**src/rtl/line_codec_defs.vh**
```
// constants and timing for the manchester line codec
`ifndef LINE_CODEC_DEFS_VH
`define LINE_CODEC_DEFS_VH

// system clock rate
`define CLK_MHZ          25
// bit time of the link
`define BIT_NS           100
// longest gap after the last bit before end of frame is flagged
`define EOF_NS           150
// blanking after a mid-cell edge, three quarters of a bit
`define BLANK_NS         75
// collision indication hold after the last collision pair edge
`define COL_HOLD_NS      200
// half cells of forced high after the last bit before idle
`define END_HALVES       2
// counter width for all timing counters
`define CNT_W            4

`endif

```
**src/rtl/manchester_line_codec.v**
```verilog
// manchester encoder, decoder, collision translator and clock divider
`include "line_codec_defs.vh"

module manchester_line_codec #(
    parameter EOF_CYC   = (`EOF_NS * `CLK_MHZ) / 1000,
    parameter BLANK_CYC = (`BLANK_NS * `CLK_MHZ) / 1000,
    parameter COL_CYC   = (`COL_HOLD_NS * `CLK_MHZ) / 1000
) (
    // clock, reset, enable
    input  wire clk_i,
    input  wire resetn_i,
    input  wire ce_i,

    // straps
    input  wire codec_bypass_select_i,
    input  wire idle_level_select_i,

    // oscillator
    input  wire oscillator_input_i,
    output reg  oscillator_feedback_output_o,
    output reg  transmit_bit_clock_o,

    // mac transmit side
    input  wire mac_tx_en_i,
    input  wire mac_tx_data_i,
    output reg  mac_retry_request_o,

    // mac receive side
    output reg  mac_rx_data_o,
    output reg  mac_rx_clock_o,
    output reg  mac_rx_active_o,
    output reg  mac_rx_end_o,
    output reg  mac_collision_o,

    // transmit pair
    output reg  tx_pair_pos_o,
    output reg  tx_pair_neg_o,

    // receive pair, as comparator level plus squelch qualification
    input  wire rx_pair_level_i,
    input  wire rx_squelch_ok_i,

    // collision pair
    input  wire collision_pair_pos_i,
    input  wire collision_pair_neg_i,
    input  wire collision_squelch_ok_i,

    // external codec pins
    output reg  ext_tx_en_o,
    output reg  ext_tx_data_o,
    input  wire ext_rx_data_i,
    input  wire ext_rx_clock_i,
    input  wire ext_rx_active_i,
    input  wire ext_collision_i
);

    // one-hot encoder states: idle, sending cells, forced high tail
    localparam [2:0] S_IDLE = 3'b001;
    localparam [2:0] S_DATA = 3'b010;
    localparam [2:0] S_ENDH = 3'b100;

    function [`CNT_W-1:0] cnt_of;
        input integer c;
        begin
            cnt_of = (c < 1) ? {{(`CNT_W-1){1'b0}}, 1'b1} : c[`CNT_W-1:0];
        end
    endfunction

    // one step down for the timing counters, callers keep them from wrapping
    function [`CNT_W-1:0] dec1;
        input [`CNT_W-1:0] v;
        begin
            dec1 = v - {{(`CNT_W-1){1'b0}}, 1'b1};
        end
    endfunction

    function is_one;
        input [`CNT_W-1:0] v;
        begin
            is_one = (v == {{(`CNT_W-1){1'b0}}, 1'b1});
        end
    endfunction

    function is_zero;
        input [`CNT_W-1:0] v;
        begin
            is_zero = (v == {`CNT_W{1'b0}});
        end
    endfunction

    // oscillator edge detect, each rising edge is one half bit cell
    reg               osc_prev_q;
    wire              half_tick = oscillator_input_i & ~osc_prev_q;

    // encoder state
    reg  [2:0]        tx_state_q;
    reg               phase_q;
    reg               bit_q;
    reg               line_q;
    reg               abort_q;
    reg  [`CNT_W-1:0] end_cnt_q;

    // decoder state
    reg               rx_prev_q;
    reg               rx_run_q;
    reg  [`CNT_W-1:0] blank_q;
    reg  [`CNT_W-1:0] gap_q;
    reg               int_rx_data_q;
    reg               int_rx_clk_q;

    // collision state
    reg               cd_prev_q;
    reg  [`CNT_W-1:0] cd_hold_q;

    wire rx_edge = rx_pair_level_i ^ rx_prev_q;
    wire cd_diff = collision_pair_pos_i & ~collision_pair_neg_i;
    wire cd_edge = collision_squelch_ok_i & (cd_diff ^ cd_prev_q);
    wire col_now = codec_bypass_select_i ? ext_collision_i : ~is_zero(cd_hold_q);

    // encoder decode: a frame only starts on a cell boundary so its first half is never cut short
    wire cell_start = half_tick & ~phase_q;
    wire tx_start   = cell_start & mac_tx_en_i & ~codec_bypass_select_i;
    wire tx_stop    = ~mac_tx_en_i | abort_q | col_now;

    // decoder decode: an edge counts as mid-cell only once the blanking window has run out
    wire blank_idle = is_zero(blank_q);
    wire rx_take    = rx_edge & blank_idle;

    // clock divider: the oscillator is sampled, each seen rising edge is one half bit cell
    always @(posedge clk_i or negedge resetn_i) begin
        if (!resetn_i) begin
            osc_prev_q                   <= 1'b0;
            oscillator_feedback_output_o <= 1'b1;
            transmit_bit_clock_o         <= 1'b0;
            phase_q                      <= 1'b0;
        end else if (ce_i) begin
            osc_prev_q                   <= oscillator_input_i;
            oscillator_feedback_output_o <= ~oscillator_input_i;
            if (half_tick) begin
                phase_q              <= ~phase_q;
                transmit_bit_clock_o <= phase_q;
            end
        end
    end // clock divider

    // external codec pins always follow the mac, whichever codec is selected
    always @(posedge clk_i or negedge resetn_i) begin
        if (!resetn_i) begin
            ext_tx_en_o   <= 1'b0;
            ext_tx_data_o <= 1'b0;
        end else if (ce_i) begin
            ext_tx_en_o   <= mac_tx_en_i;
            ext_tx_data_o <= mac_tx_data_i;
        end
    end // external codec pins

    // encoder
    always @(posedge clk_i or negedge resetn_i) begin
        if (!resetn_i) begin
            tx_state_q          <= S_IDLE;
            bit_q               <= 1'b0;
            line_q              <= 1'b1;
            abort_q             <= 1'b0;
            end_cnt_q           <= {`CNT_W{1'b0}};
            mac_retry_request_o <= 1'b0;
        end else if (ce_i) begin
            mac_retry_request_o <= 1'b0;
            // abort is latched so a collision between cell boundaries is not missed
            if (tx_state_q == S_DATA && col_now && !abort_q) begin
                abort_q             <= 1'b1;
                mac_retry_request_o <= 1'b1;
            end
            // the state only moves on a half cell, the clocks in between just hold it
            if (half_tick) begin
                case (tx_state_q)
                    S_IDLE: begin
                        abort_q <= 1'b0;
                        if (tx_start) begin
                            bit_q      <= mac_tx_data_i;
                            line_q     <= ~mac_tx_data_i;
                            tx_state_q <= S_DATA;
                        end
                    end
                    S_DATA: begin
                        if (phase_q) begin
                            line_q <= bit_q;
                        end else if (tx_stop) begin
                            // a closing zero rises here, a closing one is already high
                            line_q     <= 1'b1;
                            end_cnt_q  <= cnt_of(`END_HALVES);
                            tx_state_q <= S_ENDH;
                        end else begin
                            bit_q  <= mac_tx_data_i;
                            line_q <= ~mac_tx_data_i;
                        end
                    end
                    S_ENDH: begin
                        if (is_one(end_cnt_q)) begin
                            tx_state_q <= S_IDLE;
                        end
                        end_cnt_q <= dec1(end_cnt_q);
                    end
                    default: begin
                        tx_state_q <= S_IDLE;
                    end
                endcase
            end
        end
    end // encoder

    // transmit pair drive
    always @(posedge clk_i or negedge resetn_i) begin
        if (!resetn_i) begin
            tx_pair_pos_o <= 1'b0;
            tx_pair_neg_o <= 1'b0;
        end else if (ce_i) begin
            // the pair shows the line only outside idle, the idle level comes from the strap
            if (tx_state_q == S_IDLE) begin
                tx_pair_pos_o <= ~idle_level_select_i;
                tx_pair_neg_o <= 1'b0;
            end else begin
                tx_pair_pos_o <= line_q;
                tx_pair_neg_o <= ~line_q;
            end
        end
    end // transmit pair drive

    // decoder: a qualified edge after the blanking window is a mid-cell edge
    // sampling at the system clock leaves little margin, the blanking count trades jitter tolerance for it
    always @(posedge clk_i or negedge resetn_i) begin
        if (!resetn_i) begin
            rx_prev_q     <= 1'b0;
            rx_run_q      <= 1'b0;
            blank_q       <= {`CNT_W{1'b0}};
            gap_q         <= {`CNT_W{1'b0}};
            int_rx_data_q <= 1'b0;
            int_rx_clk_q  <= 1'b0;
            mac_rx_end_o  <= 1'b0;
        end else if (ce_i) begin
            rx_prev_q    <= rx_pair_level_i;
            int_rx_clk_q <= 1'b0;
            mac_rx_end_o <= 1'b0;
            if (!blank_idle) begin
                blank_q <= dec1(blank_q);
            end
            // squelch loss closes a frame in progress, so a dropped carrier still gives an end pulse
            if (!rx_squelch_ok_i) begin
                rx_run_q      <= 1'b0;
                int_rx_data_q <= 1'b0;
                if (rx_run_q) begin
                    mac_rx_end_o <= 1'b1;
                end
            end else if (rx_take) begin
                rx_run_q      <= 1'b1;
                int_rx_data_q <= rx_pair_level_i;
                int_rx_clk_q  <= 1'b1;
                blank_q       <= cnt_of(BLANK_CYC);
                gap_q         <= cnt_of(EOF_CYC);
            end else if (rx_run_q) begin
                if (is_one(gap_q)) begin
                    rx_run_q      <= 1'b0;
                    int_rx_data_q <= 1'b0;
                    mac_rx_end_o  <= 1'b1;
                end
                gap_q <= dec1(gap_q);
            end
        end
    end // decoder

    // collision translator
    always @(posedge clk_i or negedge resetn_i) begin
        if (!resetn_i) begin
            cd_prev_q <= 1'b0;
            cd_hold_q <= {`CNT_W{1'b0}};
        end else if (ce_i) begin
            cd_prev_q <= cd_diff;
            // every qualified edge re-arms the hold, so a 10 mhz burst reads as one steady level
            if (cd_edge) begin
                cd_hold_q <= cnt_of(COL_CYC);
            end else if (!is_zero(cd_hold_q)) begin
                cd_hold_q <= dec1(cd_hold_q);
            end
        end
    end // collision translator

    // mac side receive outputs, selected by bypass
    always @(posedge clk_i or negedge resetn_i) begin
        if (!resetn_i) begin
            mac_rx_data_o   <= 1'b0;
            mac_rx_clock_o  <= 1'b0;
            mac_rx_active_o <= 1'b0;
            mac_collision_o <= 1'b0;
        end else if (ce_i) begin
            mac_collision_o <= col_now;
            // squelch is applied again here so outside bypass the mac never sees unqualified data
            if (codec_bypass_select_i) begin
                mac_rx_data_o   <= ext_rx_data_i;
                mac_rx_clock_o  <= ext_rx_clock_i;
                mac_rx_active_o <= ext_rx_active_i;
            end else begin
                mac_rx_data_o   <= int_rx_data_q & rx_squelch_ok_i;
                mac_rx_clock_o  <= int_rx_clk_q;
                mac_rx_active_o <= rx_run_q & rx_squelch_ok_i;
            end
        end
    end // mac side receive outputs

endmodule // manchester_line_codec

```
**config.mk**
```make
export PLATFORM = sky130hd
export DESIGN_NAME = manchester_line_codec
export DESIGN_NICKNAME = d
export VERILOG_FILES = /design/src/rtl/manchester_line_codec.v
export VERILOG_INCLUDE_DIRS = /design/src /design/src/rtl
export SDC_FILE = /design/constraint.sdc
export NUM_CORES = 1
export LEC_CHECK = 0
export ABC_CLOCK_PERIOD_IN_PS = 2800
export BUFFER_PORTS_ARGS = -buffer_cell sky130_fd_sc_hd__buf_4
export CORE_ASPECT_RATIO = 1.4
export CORE_UTILIZATION = 47
export DETAILED_ROUTE_END_ITERATION = 16
export PLACE_DENSITY_LB_ADDON = 0.05
export SYNTH_ARGS = -nofsm -noshare
export SYNTH_HDL_FRONTEND = slang
export SYNTH_SLANG_ARGS = --single-unit
export TNS_END_PERCENT = 50
```
**constraint.sdc**
```tcl
create_clock -name clk_i -period 2.8 [get_ports clk_i]
set_input_delay 0.42 -clock clk_i [delete_from_list [all_inputs] [get_ports clk_i]]
set_output_delay 0.42 -clock clk_i [all_outputs]
set_load 0.03 [all_outputs]
```
Word level (Yosys, flattened, before mapping)

Cells that the tools add are included.

Register bits after elaboration: 41
Input port bits: 17
Output and inout port bits: 12

Add/subtract/negate cells: 4
Eq/ne operators: 13
Mux-type cells: 48
Bitwise operators: 23
Reductions and logical operators: 16

Operators with widths:

| operator              | number |
|---|---|
| $mux W4               | 9 |
| $mux W1               | 31 |
| $sub A4 B1 Y4 const B | 4 |
| $mux W3               | 4 |
| $ne A2 B2 Y1 const B  | 6 |
| $reduce_and A6 Y1     | 2 |
| $not A1 Y1            | 10 |
| $and A1 B1 Y1         | 9 |
| $pmux W3 S3           | 1 |
| $eq A4 B1 Y1 const B  | 2 |
| $logic_not A4 Y1      | 2 |
| $pmux W4 S2           | 1 |
| $ne A3 B1 Y1 const B  | 2 |
| $reduce_and A3 Y1     | 2 |
| $reduce_bool A2 Y1    | 3 |
| $reduce_and A5 Y1     | 1 |
| $pmux W1 S2           | 2 |
| $reduce_and A2 Y1     | 2 |
| $reduce_and A4 Y1     | 1 |
| $eq A3 B1 Y1 const B  | 1 |
| $eq A3 B2 Y1 const B  | 1 |
| $eq A3 B3 Y1 const B  | 1 |
| $logic_and A1 B1 Y1   | 2 |
| $or A1 B1 Y1          | 2 |
| other kinds (2)       | 3 |

Depth between registers and ports, before layout

Gate-level depths: netlist of the first run.

Depth after elaboration: 8
Mapped depth: 7
Depth with buffers taken out: 6

Worst setup path after synthesis of the first run

OpenSTA, ideal clock, no wires.

Kind: register to register
Start point: register cd_hold_q[0]
End point: register bit_q
Library setup time: 125 ps
Arrival time: 1680 ps
Required time: 2675 ps
Setup slack: 995 ps
Cell stages (with the launch flop): 7
Buffers on the path: 0
Cells stage by stage: dfrtp_1 > inv_1 > ha_1 > or4b_4 > a211oi_2 > o21ai_1 > mux2_4

Longest elaborated chain between the ends: 6

RTL lines:

| element                            | line                        | RTL |
|---|---|---|
| start, declared                    | manchester_line_codec.v:113 | `` reg [`CNT_W-1:0] cd_hold_q; `` |
| start signal, assigned             | manchester_line_codec.v:274 | `` cd_hold_q <= {`CNT_W{1'b0}}; `` |
| start signal, assigned             | manchester_line_codec.v:279 | `cd_hold_q <= cnt_of(COL_CYC);` |
| start signal, assigned             | manchester_line_codec.v:281 | `cd_hold_q <= dec1(cd_hold_q);` |
| $logic_not A4 Y1                   | manchester_line_codec.v:87  | `` is_zero = (v == {`CNT_W{1'b0}}); `` |
| $not A1 Y1                         | manchester_line_codec.v:118 | `wire col_now = codec_bypass_select_i ? ext_collision_i : ~is_zero(cd_hold_q);` |
| $mux W1                            | manchester_line_codec.v:118 |  |
| $or A1 B1 Y1                       | manchester_line_codec.v:123 | `wire tx_stop = ~mac_tx_en_i \| abort_q \| col_now;` |
| $ne A2 B2 Y1 (no source line)      | n/a                         |  |
| $reduce_and A6 Y1 (no source line) | n/a                         |  |
| end signal, assigned               | manchester_line_codec.v:179 | `bit_q <= mac_tx_data_i;` |
| end signal, assigned               | manchester_line_codec.v:193 | `bit_q <= mac_tx_data_i;` |
| end, declared                      | manchester_line_codec.v:98  | `reg bit_q;` |

No other way between the ends.
A chain may end at the register's enable or synchronous reset.

Worst setup path in the final report of the first run

Start point: register cd_hold_q[1]
End point: register bit_q

Same word-level chain as after synthesis.

==> metrics.md, run 1 <==
| Metric | Value |
|---|---|
| Worst slew margin | between 60% and 70% |
| Worst path arrival time | 2.16 ns |
| Sink Count | 41 |
| Port buffer count | 28 |
| Dpl hpwl | 3370 um |
| CP endpoint kind | register |
| Worst Hold Class | input port to async pin |
| Io pins | 29 |
| Initial antenna violation count | 0 |
| Final Slew Violations | 0 |
| 1st-pass router iterations | 4 |
| RR Startpoint | cd_hold_q[1] |
| Largest family of logic cells by synthesized area | compound AO/OA/AOI/OAI gates |
| TritonCTS clock tree | done |
| Final hold violation count | 0 |
| Max VDD drop | approximately 0.44 mV |
| Die ar. | 4980 um2 |
| GRT Total Usage | 20.9% |
| Mapped Cells | 209 |
| Setup Crit Path Kind | register to register |
| Synth area leaders | dfrtp_1 (43%), mux2_2 (5.6%), dfstp_2 (3.6%) |
| First-pass GRT wire length | 8100 um |
| P&R area growth vs syn | 18.3% |
| Achievable Freq | ~500 MHz |
| TNS Setup | 0 ns |
| Hold-fix buffers, CTS | 0 |
| Measured slew at the worst slew-check pin | 0.511 ns |
| Yosys reg bits | 41 |
| Final nets | 261 |
| Final Wtd Congestion | between 0.8 and 0.9 |
| Commonest non-fill, non-tap cells in the layout | dfrtp_1 (38), buf_4 (29), inv_1 (17) |
| Clock latency on the worst-skew pair | 0.30 ns |
| Core area | 4540 um2 |
| R2R depth | 6 |
| Status | complete, no violations |
| Post-synthesis mux area share | 9.52% |
| Startpoint Class | register |
| Final ANT Viol Nets | 0 |
| Compound-gate portion of the synthesized area | 17.6% |
| Worst-path clk slew | 0.09 ns |
| CTS Buf Count | 5 |
| Post-Synth Adder-Cell Area | 3.40% |
| # diodes | 0 |
| RSZ-0062 raised after global routing | no |
| Max-cap viol count | 0 |
| H-tree depth | 2 |
| Cell row count | 29 |
| Die H | 83.1 um |
| Share of cells above drive strength 1 | approximately a quarter |
| Starting density of the core | 48.7% |
| Post-layout util | 57.6% |
| Synth cell types | 57 |
| Avg Vias per Cell | 5.77 |
| Post-CTS Repair Setup Buffers | 0 |
| Synth Area in XOR/XNOR | under 10% |
| Largest net degree at the start of global routing | 42 |
| CTS Buffer Depth | 2 |
| Syn avg cell area | between 10 and 15 um2 |
| Clk_skew | 0.0161 ns |
| CP max FO | 4 |
| Worst hold slack | 0.0840 ns |
| Pwr Density | 840 nW/um2 |
| Final period demand of the worst path | 1.97 ns |
| Sequential share of the synthesized area | 46.7% |
| Simple-gate portion of the synthesized area | approximately 17% |
| FF-to-FF End | bit_q |
| WL per Instance | 15.3 um |
| Via count | between 1.5k and 2k |
| # setup viols final | 0 |
| Final worst-path cycle share | 70.3% |
| Ys async rst share | 100% |
| Synthesized area | 2210 um2 |
| Ys flop type | dfrtp_1 |
| Total wire length | 4590 um |
| Die width | 59.9 um |
| LEAKAGE | between 1 and 1.5 nW |
| Number of synthesized flops with an enable pin | 0 |
| Post-synth net total | 232 |
| Commonest non-fill, non-tap cell in the layout | dfrtp_1 |
| Drt drc | 0 |
| Resized cells post-CTS | 0 |
| Root Buffer | clkbuf_8 |
| Yosys top cell by area | dfrtp_1 |
| FF-to-FF setup slack | 0.83 ns |
| Req. time, crit path | 2.99 ns |
| Vias in the first global route | 1,811 |
| GR Overflow Total | 0 |
| Ys Warns | 0 |
| Post-synth top area share | 43.1% |
| First DRT Iteration DRCs | 80 |
-- cells in the mapped netlist, drive strengths merged, types with 4 or more instances --
cell type and instances:
mux2i 6, nor2 12, o21ai 8, nand2b 4, o211ai 6, inv 17, dfrtp 38, clkbuf 5
mux2 13, or3b 4, ha 6, a21oi 9, nand2 11, nor2b 6, nor3b 6
-- kinds of logic after synthesis --
logic type                 Yosys count
xor gates and xnor gates             3
adders and majority gates            6
DFF                                 41
and+or+nand+nor                     62
muxes                               19
buffers and inverters               24
AOI/OAI and AO/OA                   54
-- through the flow --
stage,power (mW),area (um2),instances,setup slack [ns]
final,2.19,2610,301,0.832
after global placement,1.59,2470,293,0.875
after floorplan,1.41,2210,209,0.995
after global routing,2.33,2610,301,0.735
after detailed placement,1.63,2470,293,0.814
after CTS,2.21,2610,301,0.864
-- layer usage --
layer	track usage, %	share of wire [%]
met2	36.6	53
met3	4.36	4.5
met1	24.2	40
met5	0	0
met4	7.82	1.6
-- registers in the layout, indices dropped and copies added, names as in the netlist, 3 cells and up --
register    flops
tx_state_q      3
gap_q           4
cd_hold_q       4
end_cnt_q       4
blank_q         4
-- power by group --
| group | internal (mW) | total (mW) | switching (mW) |
|---|---|---|---|
| clock | 0.359 | 0.574 | 0.215 |
| combinational | 0.332 | 0.690 | 0.357 |
| sequential | 0.768 | 0.929 | 0.161 |
-- critical path, cell delays in order, from the launching register on --
cell and delay [ns]:
dfrtp_1 0.40, inv_1 0.08, ha_1 0.19, or4b_4 0.50, a211oi_2 0.27, o21ai_1 0.12, mux2_4 0.30
-- final cells by class --
class	count	area, um2
repair buffers	29	218
fillers	408	1920
flip-flops and latches	41	1030
clock buffers	5	68.8
clock inverters	3	68.8
well taps	62	77.6
inverters	17	63.8
multi-input cells	144	1080
-- how the worst max path moves through the flow --
stage / from / to / slack [ns] / depth (start not counted)
after floorplan: cd_hold_q[0] / bit_q / 0.99 / 6
after global placement: ce_i / bit_q / 0.88 / 6
after detailed placement: ce_i / bit_q / 0.81 / 6
after CTS: cd_hold_q[1] / bit_q / 0.86 / 6
after global routing: blank_q[1] / mac_rx_end_o / 0.73 / 6
final: cd_hold_q[1] / bit_q / 0.83 / 6
No activity file was read; power rests on OpenSTA's default activity.
==> inputs of run 2 (changes only) <==
ABC_CLOCK_PERIOD_IN_PS = 1800   (was 2800)
clock period = 1.8 ns   (was 2.8 ns; I/O delays follow)
==> metrics.md, run 2 (synthesis results as in run 1) <==
| Metric | Value |
|---|---|
| Status | complete, but fails checks |
| Failing checks | setup timing |
| Worst-path clk slew | 0.08 ns (about the same) |
| Core area | 4540 um2 (unchanged) |
| Root Buffer | clkbuf_8 |
| Commonest non-fill, non-tap cells in the layout | buf_4 (49), dfrtp_1 (38), inv_1 (14) |
| CP max-delay cell | or4b_4 |
| Starting density of the core | 48.7% (unchanged) |
| Final period demand of the worst path | 1.87 ns (-0.0939 ns) |
| Post-route cell area | 2810 um2 (+7.5%) |
| Bufs and invs on worst path | 1 (unchanged) |
| Final Slew Violations | 0 (unchanged) |
| CP endpoint kind | register |
| Final Wtd Congestion | 0.824 (-5.0%) |
| CP max FO | 3 (-1) |
| Pwr Density | 1250 nW/um2 (+49%) |
| Achievable Freq | 533 MHz (+5.0%) |
| Worst-path cell chain | inv_2, ha_4, or4b_4, a211oi_4, o21ai_2, mux2_4 |
| Final ANT Viol Nets | 0 (unchanged) |
| CTS Buf Count | 5 (unchanged) |
| Crit-path max cell delay | 0.50 ns (about the same) |
| Sink Count | 41 (unchanged) |
| Final setup margin | -0.0746 ns (-0.906 ns) |
| Final hold violation count | 0 (unchanged) |
| TNS Setup | -0.0785 ns (-0.0785 ns) |
| Die H | 83.1 um (unchanged) |
| LEAKAGE | 1.26 nW (+7.6%) |
| First-pass GRT wire length | 7960 um (-1.7%) |
| Avg Vias per Cell | 5.54 (-4.0%) |
| Post-Place Cell Area | 2580 um2 (+4.2%) |
| TritonCTS clock tree | done |
| Final nets | 283 (+8.4%) |
| Port buffer count | 28 (unchanged) |
| Io pins | 29 (unchanged) |
| Worst Hold Class | input port to register |
| Die width | 59.9 um (unchanged) |
| # diodes | 0 (unchanged) |
| Post-layout util | 61.9% (+4.3 points) |
| Max-cap viol count | 0 (unchanged) |
| 1st-pass router iterations | 4 (unchanged) |
| Setup Crit Path Kind | register to register |
| Drt drc | 0 (unchanged) |
| Share of cells above drive strength 1 | 35.6% (+9.3 points) |
| RSZ-0062 raised after global routing | yes |
| Via count | 1,788 (+3.0%) |
| Crit path max-delay family | simple AND/OR/NAND/NOR gates |
| Worst slew margin | 51.9% (-14 points) |
| Dpl hpwl | 3460 um (+2.7%) |
| Clock latency on the worst-skew pair | 0.29 ns (about the same) |
| H-tree depth | 2 (unchanged) |
| WL per Instance | 15.0 um (-1.5%) |
| # setup viols final | 2 (+2) |
| Max VDD drop | 0.641 mV (+45%) |
| Commonest non-fill, non-tap cell in the layout | buf_4 |
| Startpoint Class | register |
| P&R area growth vs syn | 27.2% |
| CTS Buffer Depth | 2 (unchanged) |
| Clk_skew | 0.00395 ns (-0.0122 ns) |
| Largest net degree at the start of global routing | 42 (unchanged) |
| Cell row count | 29 (unchanged) |
| Measured slew at the worst slew-check pin | 0.720 ns (+0.208 ns) |
| Initial antenna violation count | 0 (unchanged) |
| Vias in the first global route | 1,851 (+2.2%) |
| Worst path arrival time | 2.05 ns (-0.11 ns) |
| Total wire length | 4860 um (+5.7%) |
| Die ar. | 4980 um2 (unchanged) |
| Req. time, crit path | 1.98 ns (-1.01 ns) |
| GR Overflow Total | 0 (unchanged) |
| First DRT Iteration DRCs | 76 (-5.0%) |
| Final worst-path cycle share | 104% (+34 points) |
| GRT Total Usage | 21.1% (+0.13 points) |
run 2: worst register-to-register path, cell delays in order, from the launching register on:
cell	delay, ns
dfrtp_1	0.39
inv_2	0.08
ha_4	0.13
or4b_4	0.50
a211oi_4	0.27
o21ai_2	0.09
mux2_4	0.31
run 2: report_power, final:
part / switching [mW] / internal [mW] / total [mW]
clock network: 0.311 / 0.347 / 0.657
registers: 0.219 / 1.20 / 1.41
logic: 0.686 / 0.752 / 1.44
run 2: stage by stage:
step                setup WS, ns  power (mW)  instances  hold slack, ns
global placement         -0.0420        2.61        307           0.282
finish                   -0.0746        3.51        323           0.152
floorplan               -0.00546        2.19        209         -0.0256
global route              -0.108        3.76        323           0.157
CTS                       -0.104        3.45        319           0.148
detailed placement        -0.118        2.69        307           0.288
run 2: repair_timing:
item / 4_1_cts / 5_1_grt
endpoints found under the setup margin: 11 / 14
hold buffers: 1 / 0
pin swaps: 4 / 4
endpoints found under the hold margin: 38 / 0
gates resized for setup: 5 / 13
cloned: 0 / 0
buffers inserted: 3 / 4
run 2: metal layers:
layer	wire length, um	share of wire, %	track usage [%]
met1	1910	39	23.5
met3	196	4.0	5.14
met5	0	0	0
met4	68	1.4	7.82
met2	2680	55	37.2
run 2: worst paths after layout:
kind / start / end / slack, ns / depth (start not counted)
worst max-delay path: cd_hold_q[1] / bit_q / -0.07 / 6
worst min-delay path: oscillator_input_i / oscillator_feedback_output_o / 0.15 / 2
worst max register to register: cd_hold_q[1] / bit_q / -0.07 / 6
worst min register to register: oscillator_feedback_output_o / oscillator_feedback_output_o / 0.47 / 2
max in group asynchronous: resetn_i / oscillator_feedback_output_o / 0.92 / 2
min in group asynchronous: resetn_i / transmit_bit_clock_o / 0.49 / 2
run 2: layout make-up:
cell class | instances | area [um2]
Timing Repair Buffer | 51 | 389
Inverter | 17 | 63.8
Clock buffer | 7 | 96.3
Fill cell | 405 | 1730
Tap cell | 62 | 77.6
Multi-Input combinational cell | 144 | 1140
Sequential cell | 41 | 1030
Clock inverter | 1 | 5.00
==> inputs of run 3 (changes only) <==
ABC_CLOCK_PERIOD_IN_PS = 2100   (was 1800)
CORE_MARGIN = 2   (was not set)
CORE_UTILIZATION = 57   (was 47)
clock period = 2.1 ns   (was 1.8 ns; I/O delays follow)
==> metrics.md, run 3 (synthesis results as in run 1) <==
| Metric | Value |
|---|---|
| Final Slew Violations | 0 (unchanged) |
| Worst hold slack | -0.0127 ns (-0.165 ns) |
| TritonCTS clock tree | done |
| Final worst-path cycle share | 92.8% (-11 points) |
| Cell row count | 26 (-10%) |
| Post-route cell area | 2540 um2 (-9.6%) |
| Worst path arrival time | 2.13 ns (+0.08 ns) |
| Total wire length | 4420 um (-8.9%) |
| R2R depth | 6 (unchanged) |
| Pint | 1.71 mW (-26%) |
| Die H | 77.6 um (-6.6%) |
| CTS Buffer Depth | 2 (unchanged) |
| First DRT Iteration DRCs | 79 (+3.9%) |
| First-pass GRT wire length | 7740 um (-2.8%) |
| Hold-fix buffers, CTS | 0 (-1) |
| Sw Ratio | 35.8% (+1.2 points) |
| FF-to-FF End | bit_q |
| Max VDD drop | 0.728 mV (+14%) |
| Drt drc | 0 (unchanged) |
| Avg Vias per Cell | 6.05 (+9.3%) |
| Commonest non-fill, non-tap cell in the layout | dfrtp_1 |
| Fill count | 278 (-31%) |
| WL per Instance | 15.7 um (+4.3%) |
| Achievable Freq | 513 MHz (-3.8%) |
| Commonest non-fill, non-tap cells in the layout | dfrtp_1 (38), buf_4 (30), inv_1 (17) |
| Largest net degree at the start of global routing | 42 (unchanged) |
| LEAKAGE | 1.15 nW (-9.0%) |
| Startpoint Class | register |
| 1st-pass router iterations | 4 (unchanged) |
| CP startpoint | cd_hold_q[1] |
| RR Startpoint | cd_hold_q[1] |
| Die width | 56.6 um (-5.5%) |
| GRT Total Usage | 22.5% (+1.4 points) |
| Final hold violation count | 10 (+10) |
| # setup viols final | 0 (-2) |
| Critical Path End | bit_q |
| Req. time, crit path | 2.28 ns (+0.30 ns) |
| Worst slew margin | 62.6% (+11 points) |
| FF-to-FF setup slack | 0.15 ns (+0.23 ns) |
| Die ar. | 4390 um2 (-12%) |
| Final Wtd Congestion | 0.813 (-1.3%) |
| # diodes | 0 (unchanged) |
| Vias in the first global route | 1,813 (-2.1%) |
| Io pins | 29 (unchanged) |
| Clk_skew | 0.0112 ns (+0.00724 ns) |
| Setup Crit Path Kind | register to register |
| Final period demand of the worst path | 1.95 ns (+0.0743 ns) |
| Pwr Density | 1050 nW/um2 (-16%) |
| Worst-path clk slew | 0.08 ns (about the same) |
| Sink Count | 41 (unchanged) |
| Worst Hold Class | input port to async pin |
| TNS Setup | 0 ns (+0.0785 ns) |
| Root Buffer | clkbuf_8 |
| Sequential fraction of design power | 46.4% (+6.1 points) |
| Logic gate share of total power | 35.0% (-6.0 points) |
| Final nets | 262 (-7.4%) |
| Initial antenna violation count | 0 (unchanged) |
| Total power | 2.66 mW (-24%) |
| Status | complete, but fails checks |
| Via count | 1,706 (-4.6%) |
| Dpl hpwl | 3270 um (-5.4%) |
| Clock latency on the worst-skew pair | 0.29 ns (about the same) |
| CP max FO | 4 (+1) |
| CTS Buf Count | 5 (unchanged) |
| H-tree depth | 2 (unchanged) |
| P&R area growth vs syn | 14.9% |
| RSZ-0062 raised after global routing | no |
| Core area | 3680 um2 (-19%) |
| Port buffer count | 28 (unchanged) |
| Resized cells post-CTS | 0 (-5) |
| CP endpoint kind | register |
| Clock group share of total power | 18.6% (about the same) |
| P_sw | 0.954 mW (-22%) |
| Measured slew at the worst slew-check pin | 0.553 ns (-0.166 ns) |
| Post-CTS Repair Setup Buffers | 0 (-3) |
| Post-Place Cell Area | 2460 um2 (-4.8%) |
| Final ANT Viol Nets | 0 (unchanged) |
| GR Overflow Total | 0 (unchanged) |
| Share of cells above drive strength 1 | 25.4% (-10 points) |
| Failing checks | hold timing |
| Starting density of the core | 60.0% (+11 points) |
| Max-cap viol count | 0 (unchanged) |
## run 3: changes by cell type in the layout (fill, tap and decap cells not counted), sizes merged
| cell | change |
|---|---|
| buf | -20 |
| clkbuf | +1 |
| clkinv | -1 |
| dlygate4sd3 | -1 |
## run 3: worst max-delay path, cell delays in order (launching register included)
cell and delay [ns]:
dfrtp_1 0.40, inv_1 0.09, ha_1 0.19, or4b_4 0.50, a211oi_2 0.25, o21ai_1 0.11
mux2_4 0.31
## run 3: per-layer routing
layer	track usage, %	up-vias	routed length [um]	share of wire (%)
li1	-	820	-	-
met5	0	-	0	0
met1	24.5	840	1790	40
met2	41.0	40	2390	54
met3	4.83	6	179	4.0
met4	9.29	0	68	1.5
## run 3: power by group through the flow
| stage | registers [mW] | logic, mW | clock network (mW) |
|---|---|---|---|
| floorplan | 1.29 | 0.586 | 0 |
| global placement | 1.23 | 0.876 | 0 |
| detailed placement | 1.24 | 0.936 | 0 |
| CTS | 1.23 | 0.938 | 0.506 |
| global route | 1.27 | 1.03 | 0.532 |
| finish | 1.24 | 0.931 | 0.496 |
## run 3: worst min path at each step
stage | cells after the start | startpoint | to | slack [ns]
floorplan | 0 | resetn_i | abort_q | 0.02
global placement | 1 | resetn_i | phase_q | 0.32
detailed placement | 1 | resetn_i | phase_q | 0.33
CTS | 1 | resetn_i | ext_tx_en_o | 0.008
global route | 1 | resetn_i | phase_q | 0.04
finish | 1 | resetn_i | phase_q | -0.01
## run 3: metrics by stage
stage / worst slack (ns) / util (%) / cells
6_report: 0.151 / 69.0 / 282
5_1_grt: 0.0621 / 69.0 / 282
4_1_cts: 0.155 / 69.0 / 282
3_5_place_dp: 0.157 / 66.8 / 274
3_3_place_gp: 0.236 / 66.8 / 274
2_1_floorplan: 0.295 / - / 209
## run 3: area by class of cell
type                    count  area (um2)  area share [%]
multi-input cells         144        1080            42.8
flip-flops and latches     41        1030            40.6
repair buffers             30         225            8.88
clock buffers               8        80.1            3.16
inverters                  17        63.8            2.52
well taps                  42        52.6            2.07
